===== src/pkg/hcs_pkg.sv =====
// Constants and carrier types for the command and status register block.
// Assumes one 100 MHz clock shared by the register port and list logic.
`default_nettype none
package hcs_pkg;
  // Register offsets within the operational register window.
  localparam logic [7:0] OFS_CONTROL = 8'h04;
  localparam logic [7:0] OFS_CMD_STATUS = 8'h08;
  localparam logic [7:0] OFS_INT_STATUS = 8'h0c;

  // Field positions of the command and status register.
  localparam int CS_RESET_BIT = 0;
  localparam int CS_CTRL_FILLED_BIT = 1;
  localparam int CS_BULK_FILLED_BIT = 2;
  localparam int CS_OWN_REQ_BIT = 3;
  localparam int CS_OVR_LO = 16;
  localparam int CS_OVR_HI = 17;

  // Field positions of the interrupt status and control registers.
  localparam int IS_OVERRUN_BIT = 0;
  localparam int IS_OWN_CHANGE_BIT = 30;
  localparam int CT_FS_LO = 6;
  localparam int CT_FS_HI = 7;
  localparam int CT_ROUTING_BIT = 8;

  // Reset values and functional state codes.
  localparam logic [31:0] REG_RESET_VAL = 32'h0000_0000;
  localparam logic [1:0] OVR_RESET_VAL = 2'h0;
  localparam logic [1:0] FS_RESET = 2'h0;
  localparam logic [1:0] FS_SUSPEND = 2'h3;

  // Software reset timing: the limit in ns and the cycles it allows.
  localparam int CLK_PERIOD_NS = 10;
  localparam int SRST_LIMIT_NS = 10000;
  localparam int SRST_MAX_CYCLES = SRST_LIMIT_NS / CLK_PERIOD_NS;
  localparam int SRST_WORK_CYCLES = 16;

  // One event group from a list walker.
  typedef struct packed {
    logic at_head;
    logic td_found;
    logic pass_end;
  } hcs_list_ev_t;

  // One register port request.
  typedef struct packed {
    logic wr;
    logic rd;
    logic [7:0] addr;
    logic [31:0] wdata;
  } hcs_reg_req_t;

  // Soft reset sequencer states.
  typedef enum logic [1:0] {
    ST_RUN = 2'b01,
    ST_SRST = 2'b10
  } hcs_state_t;
endpackage
`default_nettype wire


===== src/logic/hcs_command_status.sv =====
// Command and status register of a USB host controller operational bank.
// Assumes a simple same-clock register port and list walker signals.
// How it works
// - Overrun counter bits 17:16 count overruns.
// - Counter resets to zero, wraps after three.
// - Count even when overrun flag already set.
// - Ownership request sets status bit 30.
// - Changeover done clears request until next.
// - Bulk flag zero at head skips bulk.
// - Bulk flag one starts list, clears flag.
// - Found bulk descriptor sets flag again.
// - Empty bulk pass stops bulk processing.
// - Control flag zero at head skips list.
// - Control flag one starts list, clears flag.
// - Found control descriptor sets flag again.
// - Empty control pass stops control processing.
// - Soft reset enters suspend, clears operational registers.
// - Routing bit kept; no bus accesses.
// - Hardware clears reset bit when done.
// - Soft reset finishes within ten microseconds.
// - Soft reset leaves root hub, ports alone.
// - Command writes set ones, ignore zeros.
// - Periodic list unfinished at frame end overruns.
// - Overrun increments counter and sets flag.
`timescale 1ns/10ps
`default_nettype none
module hcs_command_status #(
  parameter int SRST_CYCLES = hcs_pkg::SRST_WORK_CYCLES
) (
  input wire logic i_clk,
  input wire logic i_rst_n,
  input wire logic i_ce,
  input wire hcs_pkg::hcs_reg_req_t i_req,
  input wire logic i_eof,
  input wire logic i_periodic_busy,
  input wire hcs_pkg::hcs_list_ev_t i_bulk_ev,
  input wire hcs_pkg::hcs_list_ev_t i_ctrl_ev,
  input wire logic i_owner_done,
  output logic [31:0] o_rdata,
  output logic o_rvalid,
  output logic o_bulk_run,
  output logic o_ctrl_run,
  output logic o_so_flag,
  output logic o_own_flag,
  output logic o_suspended,
  output logic o_bus_quiet,
  output logic o_regs_reset,
  output logic o_routing
);
  // Register port write hit on one offset.
  function automatic logic wr_hit(input hcs_pkg::hcs_reg_req_t r,
                                  input logic [7:0] ofs);
    wr_hit = r.wr && (r.addr == ofs);
  endfunction

  hcs_pkg::hcs_state_t state_q;
  logic [15:0] cnt_q;
  logic srst_cmd_q;
  logic own_req_q;
  logic own_req_prev_q;
  logic [1:0] soc_q;
  logic [1:0] soc_d;
  logic so_q;
  logic own_chg_q;
  logic routing_q;
  logic [1:0] fs_q;
  logic susp_q;
  logic quiet_q;
  logic regs_reset_q;
  logic [31:0] rdata_q;
  logic [31:0] rdata_d;
  logic rvalid_q;
  logic in_srst;
  logic wr_cs;
  logic wr_is;
  logic wr_ct;
  logic overrun;
  logic bulk_filled;
  logic ctrl_filled;
  logic bulk_run;
  logic ctrl_run;

  // While the soft reset runs, register writes are not accepted at all.
  assign in_srst = (state_q == hcs_pkg::ST_SRST);
  assign wr_cs = wr_hit(i_req, hcs_pkg::OFS_CMD_STATUS) && !in_srst;
  assign wr_is = wr_hit(i_req, hcs_pkg::OFS_INT_STATUS) && !in_srst;
  assign wr_ct = wr_hit(i_req, hcs_pkg::OFS_CONTROL) && !in_srst;

  // An overrun is the periodic list still busy when the frame ends.
  assign overrun = i_eof && i_periodic_busy && !in_srst;

  // Soft reset sequencer; the work window is far shorter than the limit.
  always_ff @(posedge i_clk) begin
    if (!i_rst_n) begin
      state_q <= hcs_pkg::ST_RUN;
      cnt_q <= 16'h0000;
    end else if (i_ce) begin
      unique case (state_q)
        hcs_pkg::ST_RUN: begin
          cnt_q <= 16'h0000;
          if (wr_cs && i_req.wdata[hcs_pkg::CS_RESET_BIT]) begin
            state_q <= hcs_pkg::ST_SRST;
          end
        end
        hcs_pkg::ST_SRST: begin
          cnt_q <= cnt_q + 16'h0001;
          if (cnt_q == 16'(SRST_CYCLES - 1)) begin
            state_q <= hcs_pkg::ST_RUN;
          end
        end
        default: begin
          state_q <= hcs_pkg::ST_RUN;
        end
      endcase
    end
  end

  // The reset command bit reads one until the sequencer finishes.
  always_ff @(posedge i_clk) begin
    if (!i_rst_n) begin
      srst_cmd_q <= 1'b0;
    end else if (i_ce) begin
      if (!in_srst && wr_cs && i_req.wdata[hcs_pkg::CS_RESET_BIT]) begin
        srst_cmd_q <= 1'b1;
      end else if (in_srst && cnt_q == 16'(SRST_CYCLES - 1)) begin
        srst_cmd_q <= 1'b0;
      end
    end
  end

  // Host bus stays idle meanwhile; the register reset output pulses one cycle after the command write.
  // The root hub and port signalling have no link to this reset at all.
  always_ff @(posedge i_clk) begin
    if (!i_rst_n) begin
      quiet_q <= 1'b0;
      regs_reset_q <= 1'b0;
    end else if (i_ce) begin
      quiet_q <= (state_q == hcs_pkg::ST_SRST) ||
                 (wr_cs && i_req.wdata[hcs_pkg::CS_RESET_BIT]);
      regs_reset_q <= wr_cs && i_req.wdata[hcs_pkg::CS_RESET_BIT];
    end
  end

  // Ownership request: a written one sets it, changeover clears it.
  always_ff @(posedge i_clk) begin
    if (!i_rst_n) begin
      own_req_q <= 1'b0;
      own_req_prev_q <= 1'b0;
    end else if (i_ce) begin
      own_req_prev_q <= own_req_q;
      if (in_srst) begin
        own_req_q <= 1'b0;
      end else if (wr_cs && i_req.wdata[hcs_pkg::CS_OWN_REQ_BIT]) begin
        own_req_q <= 1'b1;
      end else if (i_owner_done) begin
        own_req_q <= 1'b0;
      end
    end
  end

  // Counter next value: set-only write first, then the overrun step.
  always_comb begin
    soc_d = soc_q;
    if (wr_cs) begin
      soc_d = soc_q | i_req.wdata[hcs_pkg::CS_OVR_HI:hcs_pkg::CS_OVR_LO];
    end
    if (overrun) begin
      soc_d = soc_d + 2'h1;
    end
  end

  // The counter steps regardless of the overrun flag state.
  always_ff @(posedge i_clk) begin
    if (!i_rst_n) begin
      soc_q <= hcs_pkg::OVR_RESET_VAL;
    end else if (i_ce) begin
      if (in_srst) begin
        soc_q <= hcs_pkg::OVR_RESET_VAL;
      end else begin
        soc_q <= soc_d;
      end
    end
  end

  // Sticky status flags clear on a written one; a new event wins.
  always_ff @(posedge i_clk) begin
    if (!i_rst_n) begin
      so_q <= 1'b0;
      own_chg_q <= 1'b0;
    end else if (i_ce) begin
      if (in_srst) begin
        so_q <= 1'b0;
        own_chg_q <= 1'b0;
      end else begin
        if (overrun) begin
          so_q <= 1'b1;
        end else if (wr_is && i_req.wdata[hcs_pkg::IS_OVERRUN_BIT]) begin
          so_q <= 1'b0;
        end
        if (own_req_q && !own_req_prev_q) begin
          own_chg_q <= 1'b1;
        end else if (wr_is && i_req.wdata[hcs_pkg::IS_OWN_CHANGE_BIT]) begin
          own_chg_q <= 1'b0;
        end
      end
    end
  end

  // Control register: the routing bit is exempt from soft reset.
  always_ff @(posedge i_clk) begin
    if (!i_rst_n) begin
      routing_q <= 1'b0;
      fs_q <= hcs_pkg::FS_RESET;
      susp_q <= 1'b0;
    end else if (i_ce) begin
      if (in_srst) begin
        fs_q <= hcs_pkg::FS_SUSPEND;
        susp_q <= 1'b1;
      end else if (wr_ct) begin
        routing_q <= i_req.wdata[hcs_pkg::CT_ROUTING_BIT];
        fs_q <= i_req.wdata[hcs_pkg::CT_FS_HI:hcs_pkg::CT_FS_LO];
        susp_q <= (i_req.wdata[hcs_pkg::CT_FS_HI:hcs_pkg::CT_FS_LO] ==
                   hcs_pkg::FS_SUSPEND);
      end
    end
  end

  // Bulk list gate; software sets the flag through the set-only write.
  hcs_list_gate u_bulk (
    .i_clk(i_clk),
    .i_rst_n(i_rst_n),
    .i_ce(i_ce),
    .i_clear(in_srst),
    .i_sw_set(wr_cs && i_req.wdata[hcs_pkg::CS_BULK_FILLED_BIT]),
    .i_ev(i_bulk_ev),
    .o_filled(bulk_filled),
    .o_run(bulk_run)
  );

  // Control list gate; same behaviour as the bulk one.
  hcs_list_gate u_ctrl (
    .i_clk(i_clk),
    .i_rst_n(i_rst_n),
    .i_ce(i_ce),
    .i_clear(in_srst),
    .i_sw_set(wr_cs && i_req.wdata[hcs_pkg::CS_CTRL_FILLED_BIT]),
    .i_ev(i_ctrl_ev),
    .o_filled(ctrl_filled),
    .o_run(ctrl_run)
  );

  // Read data selection; unmapped offsets and reserved bits read zero.
  always_comb begin
    rdata_d = hcs_pkg::REG_RESET_VAL;
    unique case (i_req.addr)
      hcs_pkg::OFS_CMD_STATUS: begin
        rdata_d[hcs_pkg::CS_RESET_BIT] = srst_cmd_q;
        rdata_d[hcs_pkg::CS_CTRL_FILLED_BIT] = ctrl_filled;
        rdata_d[hcs_pkg::CS_BULK_FILLED_BIT] = bulk_filled;
        rdata_d[hcs_pkg::CS_OWN_REQ_BIT] = own_req_q;
        rdata_d[hcs_pkg::CS_OVR_HI:hcs_pkg::CS_OVR_LO] = soc_q;
      end
      hcs_pkg::OFS_INT_STATUS: begin
        rdata_d[hcs_pkg::IS_OVERRUN_BIT] = so_q;
        rdata_d[hcs_pkg::IS_OWN_CHANGE_BIT] = own_chg_q;
      end
      hcs_pkg::OFS_CONTROL: begin
        rdata_d[hcs_pkg::CT_ROUTING_BIT] = routing_q;
        rdata_d[hcs_pkg::CT_FS_HI:hcs_pkg::CT_FS_LO] = fs_q;
      end
      default: begin
        rdata_d = hcs_pkg::REG_RESET_VAL;
      end
    endcase
  end

  // Reads answer one cycle later, also during the soft reset.
  always_ff @(posedge i_clk) begin
    if (!i_rst_n) begin
      rdata_q <= hcs_pkg::REG_RESET_VAL;
      rvalid_q <= 1'b0;
    end else if (i_ce) begin
      rvalid_q <= i_req.rd;
      if (i_req.rd) begin
        rdata_q <= rdata_d;
      end
    end
  end

  assign o_rdata = rdata_q;
  assign o_rvalid = rvalid_q;
  assign o_bulk_run = bulk_run;
  assign o_ctrl_run = ctrl_run;
  assign o_so_flag = so_q;
  assign o_own_flag = own_chg_q;
  assign o_suspended = susp_q;
  assign o_bus_quiet = quiet_q;
  assign o_regs_reset = regs_reset_q;
  assign o_routing = routing_q;

  chk_ovr_count_step: assert property (@(posedge i_clk)
    disable iff (!i_rst_n || !i_ce)
    overrun && !wr_cs |=> soc_q == 2'($past(soc_q) + 2'h1))
    else $error("overrun counter did not step by one");

  chk_ovr_count_wrap: assert property (@(posedge i_clk)
    disable iff (!i_rst_n || !i_ce)
    overrun && !wr_cs && soc_q == 2'h3 |=> soc_q == 2'h0)
    else $error("overrun counter did not wrap to zero");

  chk_ovr_flag_set: assert property (@(posedge i_clk)
    disable iff (!i_rst_n || !i_ce)
    overrun && so_q && !wr_cs |=> so_q && soc_q != $past(soc_q))
    else $error("counter held while flag already set");

  chk_overrun_flag: assert property (@(posedge i_clk)
    disable iff (!i_rst_n || !i_ce)
    i_eof && i_periodic_busy && !in_srst |=> so_q)
    else $error("frame end overrun did not set flag");

  chk_own_change: assert property (@(posedge i_clk)
    disable iff (!i_rst_n || !i_ce)
    $rose(own_req_q) && !in_srst |=> own_chg_q)
    else $error("ownership request did not raise flag");

  chk_own_clear: assert property (@(posedge i_clk)
    disable iff (!i_rst_n || !i_ce)
    i_owner_done && !wr_cs |=> !own_req_q)
    else $error("changeover did not clear request");

  chk_set_only: assert property (@(posedge i_clk)
    disable iff (!i_rst_n || !i_ce)
    wr_cs && own_req_q && !i_req.wdata[hcs_pkg::CS_OWN_REQ_BIT]
    && !i_owner_done |=> own_req_q)
    else $error("written zero cleared a command bit");

  chk_srst_bound: assert property (@(posedge i_clk)
    disable iff (!i_rst_n || !i_ce)
    $rose(srst_cmd_q) |-> ##[1:1000] !srst_cmd_q)
    else $error("soft reset ran past its limit");

  chk_srst_suspend: assert property (@(posedge i_clk)
    disable iff (!i_rst_n || !i_ce)
    in_srst |=> fs_q == hcs_pkg::FS_SUSPEND && soc_q == 2'h0)
    else $error("soft reset did not suspend and clear");

  chk_routing_kept: assert property (@(posedge i_clk)
    disable iff (!i_rst_n || !i_ce)
    in_srst |=> routing_q == $past(routing_q) && quiet_q)
    else $error("routing bit changed or bus active in reset");

  chk_srst_done: assert property (@(posedge i_clk)
    disable iff (!i_rst_n || !i_ce)
    $fell(in_srst) |-> !srst_cmd_q)
    else $error("reset bit still set after reset");
endmodule // hcs_command_status
`default_nettype wire


===== src/logic/hcs_list_gate.sv =====
// Filled flag and run state for one non-periodic list.
// Assumes the list walker and register port share the clock.
`timescale 1ns/10ps
`default_nettype none
module hcs_list_gate (
  input wire logic i_clk,
  input wire logic i_rst_n,
  input wire logic i_ce,
  input wire logic i_clear,
  input wire logic i_sw_set,
  input wire hcs_pkg::hcs_list_ev_t i_ev,
  output logic o_filled,
  output logic o_run
);
  logic filled_q;
  logic run_q;

  // Every set source wins over the clear taken at the list head.
  always_ff @(posedge i_clk) begin
    if (!i_rst_n) begin
      filled_q <= 1'b0;
    end else if (i_ce) begin
      if (i_clear) begin
        filled_q <= 1'b0;
      end else if (i_sw_set || (run_q && i_ev.td_found)) begin
        filled_q <= 1'b1;
      end else if (i_ev.at_head && filled_q) begin
        filled_q <= 1'b0;
      end
    end
  end

  // A pass stops only if nobody refilled the flag since the head.
  always_ff @(posedge i_clk) begin
    if (!i_rst_n) begin
      run_q <= 1'b0;
    end else if (i_ce) begin
      if (i_clear) begin
        run_q <= 1'b0;
      end else if (i_ev.at_head) begin
        run_q <= filled_q;
      end else if (i_ev.pass_end && !filled_q && !i_sw_set) begin
        run_q <= 1'b0;
      end
    end
  end

  assign o_filled = filled_q;
  assign o_run = run_q;

  chk_head_skip: assert property (@(posedge i_clk)
    disable iff (!i_rst_n || !i_ce)
    i_ev.at_head && !filled_q && !i_clear |=> !run_q)
    else $error("list ran with filled flag clear");
  chk_head_take: assert property (@(posedge i_clk)
    disable iff (!i_rst_n || !i_ce)
    i_ev.at_head && filled_q && !i_clear && !i_sw_set
    && !(run_q && i_ev.td_found) |=> run_q && !filled_q)
    else $error("list head did not start and clear");
  chk_td_refill: assert property (@(posedge i_clk)
    disable iff (!i_rst_n || !i_ce)
    run_q && i_ev.td_found && !i_clear |=> filled_q)
    else $error("found descriptor did not set flag");
  chk_pass_stop: assert property (@(posedge i_clk)
    disable iff (!i_rst_n || !i_ce)
    i_ev.pass_end && !i_ev.at_head && !filled_q && !i_sw_set
    && !i_clear |=> !run_q)
    else $error("empty pass did not stop list");
endmodule // hcs_list_gate
`default_nettype wire


===== config.mk =====
export PLATFORM = sky130hd
export DESIGN_NAME = hcs_command_status
export DESIGN_NICKNAME = d
export VERILOG_FILES = /design/src/pkg/hcs_pkg.sv /design/src/logic/hcs_command_status.sv /design/src/logic/hcs_list_gate.sv
export SDC_FILE = /design/constraint.sdc
export NUM_CORES = 1
export LEC_CHECK = 0
export ABC_AREA = 1
export BUFFER_PORTS_ARGS = -buffer_cell sky130_fd_sc_hd__buf_2
export CAP_MARGIN = 5
export CORE_UTILIZATION = 45
export DETAILED_ROUTE_END_ITERATION = 10
export GPL_TIMING_DRIVEN = 1
export PLACE_DENSITY = 0.75
export SLEW_MARGIN = 5
export SYNTH_ARGS = -nofsm -noshare
export SYNTH_HDL_FRONTEND = slang
export SYNTH_HIERARCHICAL = 1
export SYNTH_SLANG_ARGS = --single-unit
export TNS_END_PERCENT = 10

===== constraint.sdc =====
create_clock -name i_clk -period 2.15 [get_ports i_clk]
set_clock_uncertainty 0.15 [all_clocks]
set_input_delay 0.43 -clock i_clk [delete_from_list [all_inputs] [get_ports i_clk]]
set_output_delay 0.43 -clock i_clk [all_outputs]
set_load 0.05 [all_outputs]

==> results of run 1 <==
[worst max path at each step]
stage,start,end,slack (ps),cells past startpoint
6_report,state_q[0],cnt_q[12],230,12
4_1_cts,state_q[0],cnt_q[12],120,12
3_3_place_gp,state_q[0],cnt_q[12],170,12
5_1_grt,state_q[0],cnt_q[12],30,12
2_1_floorplan,state_q[0],cnt_q[12],300,12
3_5_place_dp,state_q[0],cnt_q[12],140,12
[cell usage after synthesis, drive strengths merged]
| cell type | number |
|---|---|
| a211oi | 2 |
| a21oi | 37 |
| a221oi | 1 |
| a31oi | 2 |
| buf | 26 |
| clkbuf | 2 |
| conb | 1 |
| dfxtp | 46 |
| ha | 3 |
| inv | 44 |
| nand2 | 87 |
| nand3 | 25 |
| nand4 | 4 |
| nor2 | 37 |
| nor3 | 8 |
| o21ai | 20 |
| o21bai | 1 |
| o31ai | 1 |
[metrics by stage]
step | utilization, % | setup WS [ps]
floorplan | - | 304.8
global placement | 51.78 | 173.1
detailed placement | 51.78 | 137.0
CTS | 53.38 | 122.6
global route | 53.48 | 30.36
finish | 53.48 | 230.4
[state kept, by name, indices dropped and copies added (netlist names)]
signal           count
cnt_q               16
o_so_flag            1
fs_q                 2
o_bus_quiet          1
own_req_prev_q       1
state_q              2
soc_q                2
srst_cmd_q           1
o_suspended          1
u_bulk/o_run         1
o_routing            1
o_rdata             10
u_ctrl/o_filled      1
u_bulk/o_filled      1
u_ctrl/o_run         1
o_own_flag           1
own_req_q            1
o_regs_reset         1
o_rvalid             1
[power by group]
group / internal (uW) / switching, uW
clock network: 248 / 277
registers: 863 / 6.63
logic: 51.2 / 188
total: 1160 / 472
[per-layer routing]
metal	routed length, microns	vias to the layer above	global-route usage (%)
met5	0	-	0
met3	224	6	3.882
met1	2263	1021	22.08
li1	-	1179	-
met2	2570	55	34.63
met4	55	0	6.289
[area by class of cell]
| type | instances | share of cell area (%) |
|---|---|---|
| tap | 70 | 3.186 |
| sequential | 46 | 33.50 |
| inverter | 44 | 6.008 |
| timing repair buffer | 55 | 10.47 |
| multi-input combinational | 250 | 43.83 |
| clock buffer | 6 | 3.004 |
[logic make-up after synthesis]
kind of cell	after synthesis	share of synthesized area, %
other cells	1	0.1559
buf+inv	72	15.13
simple gates	161	29.80
compound gates	64	15.08
fa+ha+maj	3	1.560
flops	46	38.27
[critical path: cells and delay by family, from the launching register on]
kind	cells	cell delay (ps)
fa+ha+maj	1	290
flops	1	340
simple gates	7	700
buf+inv	2	180
compound gates	2	170
==> flow_summary.ini, run 1 <==
[worst_setup_path]
crit_required_ps = 2190
reg2reg_depth = 12
crit_path_top_delay_cell = dfxtp_1
cp.arrival_ps = 1960
cp_cell_sequence = inv_1, ha_1, inv_2, nand2_8, nor2_4, nand2_2, nor2_4, nand2_2, nor2_4, nand2_1, o21ai_1, a21oi_1
crit_fanout = 9
worstSetupStartpointType = register
rr_endpoint = cnt_q[12]
end_kind = register
slowest_delay_ps = 340
critPathKind = register to register
r2r_start = state_q[0]
r2r_setup_slack_ps = 230
cp_common_cell = nor2_4

[pwr]
vdd_drop_max_uv = 444.3
p_leak_uw = 0.001257
power.total_uw = 1634
power_density_nw_per_um2 = 594.5

[finish]
area_growth_pct = 14.25
nFillCells = 520
multi_input_area_sq_um = 1205
layout.nets = 459
final_cells = 471
fin_area_sq_um = 2749
drive_above_1_share_pct = 20.20
layout.area.seq_sq_um = 920.9
antenna_cells = 0
final_common_cell = nand2_1
most-common-layout-cells = nand2_1 (82), buf_2 (50), dfxtp_1 (46)

[die]
die_y_microns = 75.12
die-area_sq_um = 5643
fp.coreArea_sq_um = 5140
fp.dieW_microns = 75.12
initial_core_util_pct = 46.81
ios = 95
num_rows = 26

[clock_tree]
clock-root-buffer = clkbuf_8
cts_max_path_buffers = 2
cts_buffers = 5
cts.repair.resized = 0
cts_sinks = 46
ctsHoldBuffers = 0
htreeDepth = 2
worstSkewPairLatency_ps = 290
postCtsSetupRepairBufs = 0
clk_pin_slew_ps = 80
cts_tree = built

[routing]
drt_wl_total_mm = 5.113
drc = 0
vias_per_cell = 4.800
routedWlPerCell_microns = 10.86
ant_nets = 0
num_vias = 2261
drt_iter0_drc = 107
firstDrtPassIters = 4

[global_route]
grt_max_degree = 21
grt.total_usage_pct = 18.98
antenna_found_initial = 0
grt_pass1_vias = 1964
grt_overflow = 0
grt_first_pass_wirelength_mm = 8.231

[worst_hold_path]
hold_start = i_req[8]
hold_end = o_routing
worstHoldPathCells = 3
min_path_type = input port to register

[synthesis]
yosysWarnings = 6
syn_area_per_cell_sq_um = 6.934
synth_top_area_share_pct = 38.27
yosysUniqueCellTypes = 31
synth-seq-cells = 46
syn_inst = 347
synth_area_sq_um = 2406
synthTopCellsByArea = dfxtp_1 (38%), nand2_1 (13%), a21oi_1 (7.3%)
ys_seq_area_share_pct = 38.27
yosysTopAreaCell = dfxtp_1

[placed_design]
gp_congestion = 0.7695
dp_hpwl_mm = 3.881
place_area_sq_um = 2661
io_buffers = 50
dp.cells = 465

[timing]
rsz0062_at_grt = no
fin_crit_ps = 1920
setup_viol_count_final = 0
holdWs_ps = 221.5
clock.fmax_mhz = 520.9
post-route-period-util_pct = 89.29
slew_headroom_pct = 57.42
worst-slew-pin-transition_ps = 637.9
hold_viol_final = 0
drv_slew = 0
fin_tns_setup_ps = 0

[flow_run]
maxCapViolCount = 0

[outcome]
status = complete, no violations
Note: power is estimated with default switching activity, not from simulation.
==> run 2, diff against run 1 <==
CORE_MARGIN = 3   (was unset)
PLACE_DENSITY = 0.72   (was 0.75)
==> run 2 against run 1 <==
Compared with the run above: worst setup slack got worse by 51 ps; critical path depth is the same; total power down 0.77%; sequential share of layout area is essentially flat; highest routed layer unchanged; clock-buffer cell count unchanged; sequential power about the same; register-to-register slack lost 50 ps; die area increased by 11%; via count increased by 0.31%; critical endpoint unchanged.
==> flow_summary.ini, run 2 (synthesis results as in run 1) <==
[outcome]
status = complete, no violations

[clock_tree]
htreeDepth = 2
cts_tree = built
cts_buffers = 5
clk_pin_slew_ps = 80
worstSkewPairLatency_ps = 290
cts_sinks = 46
clock-root-buffer = clkbuf_8
cts_max_path_buffers = 2
postCtsSetupRepairBufs = 0

[finish]
area_growth_pct = 14.09
final_common_cell = nand2_1
antenna_cells = 0
largest_register_ffs = 16
largest-register = cnt_q
nFillCells = 498
layout.nets = 460
drive_above_1_share_pct = 20.35
fin_area_sq_um = 2745
final_core_util_pct = 55.54
final_cells = 470
most-common-layout-cells = nand2_1 (82), buf_2 (50), dfxtp_1 (46)

[global_route]
busiest_layer = met2
grt.total_usage_pct = 16.94
antenna_found_initial = 0
grt_max_degree = 21
grtUsageMet3_pct = 3.628
grt_first_pass_wirelength_mm = 8.549
grt_pass1_vias = 1971
use_met1_pct = 22.47
grt_overflow = 0
use_met2_pct = 26.60

[worst_setup_path]
cp.arrival_ps = 2010
path_depth = 12
slowest_delay_ps = 340
end_kind = register
cp-startpoint = state_q[0]
cp_cell_sequence = inv_1, ha_1, inv_2, nand2_8, nor2_4, nand2_2, nor2_2, nand2_2, nor2_4, nand2_1, o21ai_1, a21oi_1
r2r_start = state_q[0]
worstSetupStartpointType = register
critPathKind = register to register
reg2reg_depth = 12
crit_path_top_delay_cell = dfxtp_1
crit_required_ps = 2190
crit_fanout = 9
cp_num_buf_inv = 2
crit_family = simple AND/OR/NAND/NOR gates

[timing]
clock.fmax_mhz = 507.4
drv_slew = 0
setup_viol_count_final = 0
worst-slew-pin-transition_ps = 620.0
post-route-period-util_pct = 91.67
fin_crit_ps = 1971
hold_viol_final = 0
fin_tns_setup_ps = 0
rsz0062_at_grt = no
holdWs_ps = 215.2
slew_headroom_pct = 58.62

[worst_hold_path]
min_path_type = input port to register
worstHoldPathCells = 3
hold_start = i_req[8]

[die]
fp.coreArea_sq_um = 4942
num_rows = 25
initial_core_util_pct = 48.68
die-area_sq_um = 6260
die_y_microns = 79.12
ios = 95
fp.dieW_microns = 79.12

[placed_design]
io_buffers = 50
gp_congestion = 0.8101
dp.cells = 463
place_area_sq_um = 2665
dp_hpwl_mm = 3.987

[routing]
drt_wl_total_mm = 5.205
ant_nets = 0
firstDrtPassIters = 4
drt_iter0_drc = 152
routedWlPerCell_microns = 11.07
num_vias = 2268
vias_per_cell = 4.826
drc = 0

[pwr]
p_leak_uw = 0.001255
power_density_nw_per_um2 = 590.7
vdd_drop_max_uv = 387.5

[flow_run]
maxCapViolCount = 0
run 2: path summary, 6_finish.rpt:
path / endpoint / slack (ps)
worst max-delay path: cnt_q[12] / 180
worst min-delay path: o_routing / 220
worst max register to register: cnt_q[12] / 180
worst min register to register: o_rvalid / 310
run 2: routing by layer:
layer  wire [microns]  share of wire [%]
met1             2527                 49
met2             2318                 45
met3              278                5.3
met4               80                1.5
met5                0                  0
run 2: worst min-delay path, delay by kind of cell:
family | cells | cell delay [ps]
buffers and inverters | 1 | 70
AND/OR/NAND/NOR | 2 | 120
run 2: report_power, final:
group | internal [uW] | leakage [uW] | switching (uW)
Sequential | 863 | 0.000372 | 7.18
Combinational | 53.5 | 0.000846 | 188
Clock | 223 | 0.0000373 | 287
Total | 1140 | 0.00126 | 482
run 2: layout make-up:
type / instances / area, sq um / area share, %
Clock buffer: 6 / 72.57 / 2.644
Clock inverter: 1 / 7.507 / 0.2735
Inverter: 44 / 165.2 / 6.016
Multi-Input combinational cell: 250 / 1200 / 43.71
Sequential cell: 46 / 920.9 / 33.55
Tap cell: 67 / 83.83 / 3.054
Timing Repair Buffer: 56 / 295.3 / 10.76
run 2: what timing repair did:
| item | in CTS | in global routing |
|---|---|---|
| resized for setup | 0 | 1 |
| endpoints found under the setup margin | 0 | 2 |
| hold buffers | 0 | 0 |
run 2: through the flow:
step | setup WS (ps) | total power [uW]
global route | 6.294 | 1688
floorplan | 304.8 | 1103
finish | 179.2 | 1622
detailed placement | 130.5 | 1130
CTS | 116.0 | 1629
global placement | 175.8 | 1129
==> run 3, diff against run 2 <==
RECOVER_POWER = 25   (was unset)
==> run 3 against run 2 <==
Compared with the run above: critical path depth is the same; global-route usage stayed put; register-to-register slack barely moved; largest cell class unchanged; final area shrank 0.46%; fmax is 0.20% higher; die area unchanged; clock-buffer cell count stayed put; hold slack is essentially flat.
==> flow_summary.ini, run 3 (synthesis results as in run 1) <==
[worst_setup_path]
crit_required_ps = 2190
slowest_delay_ps = 340
cp.arrival_ps = 2010
cp_cell_sequence = inv_1, ha_1, inv_2, nand2_8, nor2_4, nand2_2, nor2_2, nand2_2, nor2_4, nand2_1, o21ai_1, a21oi_1
cp_num_buf_inv = 2
worstSetupStartpointType = register
crit_family = simple AND/OR/NAND/NOR gates
end_kind = register
critPathKind = register to register
r2r_setup_slack_ps = 180
crit_path_top_delay_cell = dfxtp_1
crit_fanout = 9

[worst_hold_path]
min_path_type = input port to register

[placed_design]
gp_congestion = 0.8101
io_buffers = 50
dp_hpwl_mm = 3.987

[timing]
clock.fmax_mhz = 508.4
post-route-period-util_pct = 91.48
hold_viol_final = 0
fin_tns_setup_ps = 0
fin_crit_ps = 1967
holdWs_ps = 215.6
worst-slew-pin-transition_ps = 620.4
drv_slew = 0
rsz0062_at_grt = no
setup_viol_count_final = 0
slew_headroom_pct = 58.60

[clock_tree]
cts.repair.resized = 0
cts_sinks = 46
cts_buffers = 5
clock-root-buffer = clkbuf_8
worstSkewPairLatency_ps = 290
cts_max_path_buffers = 2
htreeDepth = 2
ctsHoldBuffers = 0
clk_pin_slew_ps = 80
cts_tree = built
postCtsSetupRepairBufs = 0

[finish]
layout.nets = 460
final_common_cell = nand2_1
drive_above_1_share_pct = 18.61
largest_register_ffs = 16
most-common-layout-cells = nand2_1 (83), dfxtp_1 (46), buf_2 (45)
antenna_cells = 0
area_growth_pct = 13.57
largest-register = cnt_q

[die]
fp.coreArea_sq_um = 4942
fp.dieW_microns = 79.12
ios = 95
die_y_microns = 79.12
die-area_sq_um = 6260
num_rows = 25
initial_core_util_pct = 48.68

[routing]
drt_iter0_drc = 133
firstDrtPassIters = 4
drt_wl_total_mm = 5.222
routedWlPerCell_microns = 11.11
drc = 0
vias_per_cell = 4.794
ant_nets = 0
num_vias = 2253

[pwr]
p_leak_uw = 0.001232
power_density_nw_per_um2 = 592.6
power.total_uw = 1619
vdd_drop_max_uv = 387.2

[global_route]
antenna_found_initial = 0
grt_max_degree = 21
grt_pass1_vias = 1971
grt_overflow = 0
grt_first_pass_wirelength_mm = 8.549
grt.total_usage_pct = 16.94

[outcome]
status = complete, no violations

[flow_run]
maxCapViolCount = 0
==> run 3: final cells by class <==
cell class,instances,area (sq um)
inverter,44,165.2
fill,503,2210
clock buffer,6,72.57
tap,67,83.83
timing repair buffer,56,285.3
clock inverter,1,7.507
multi-input combinational,250,1197
sequential,46,920.9
==> run 3: power breakdown <==
part,switching (uW),internal (uW)
Clock,286,223
Combinational,188,51.6
Sequential,7.19,863
==> run 3: worst reg2reg max path, cell delays in order, from the launching register on <==
cell     delay (ps)
dfxtp_1         340
inv_1            60
ha_1            300
inv_2           110
nand2_8          90
nor2_4          140
nand2_2          80
nor2_2          150
nand2_2         100
nor2_4          110
nand2_1          80
o21ai_1         110
a21oi_1          50
==> run 3: per-layer routing <==
| metal | GRT usage [%] | share of wire, % | vias to the layer above | routed length [microns] |
|---|---|---|---|---|
| met1 | 22.47 | 49 | 1002 | 2580 |
| met4 | 7.045 | 1.5 | 0 | 80 |
| met2 | 26.60 | 44 | 59 | 2302 |
| li1 | - | - | 1182 | - |
| met3 | 3.628 | 4.9 | 10 | 258 |
| met5 | 0 | 0 | - | 0 |
==> run 3: final timing paths <==
| path | from | endpoint | cells after the start |
|---|---|---|---|
| max | state_q[0] | cnt_q[12] | 12 |
| min | i_req[8] | o_routing | 3 |
| max reg2reg | state_q[0] | cnt_q[12] | 12 |
| min reg2reg | o_regs_reset | o_regs_reset | 2 |
==> run 3: metrics by stage <==
stage	cell area [sq um]	instances	util (%)	setup slack (ps)
after floorplan	2485	368	-	304.8
after global placement	2665	463	53.92	175.8
after detailed placement	2665	463	53.92	130.5
after CTS	2745	470	55.54	116.0
after global routing	2733	470	55.29	6.877
final	2733	470	55.29	183.1
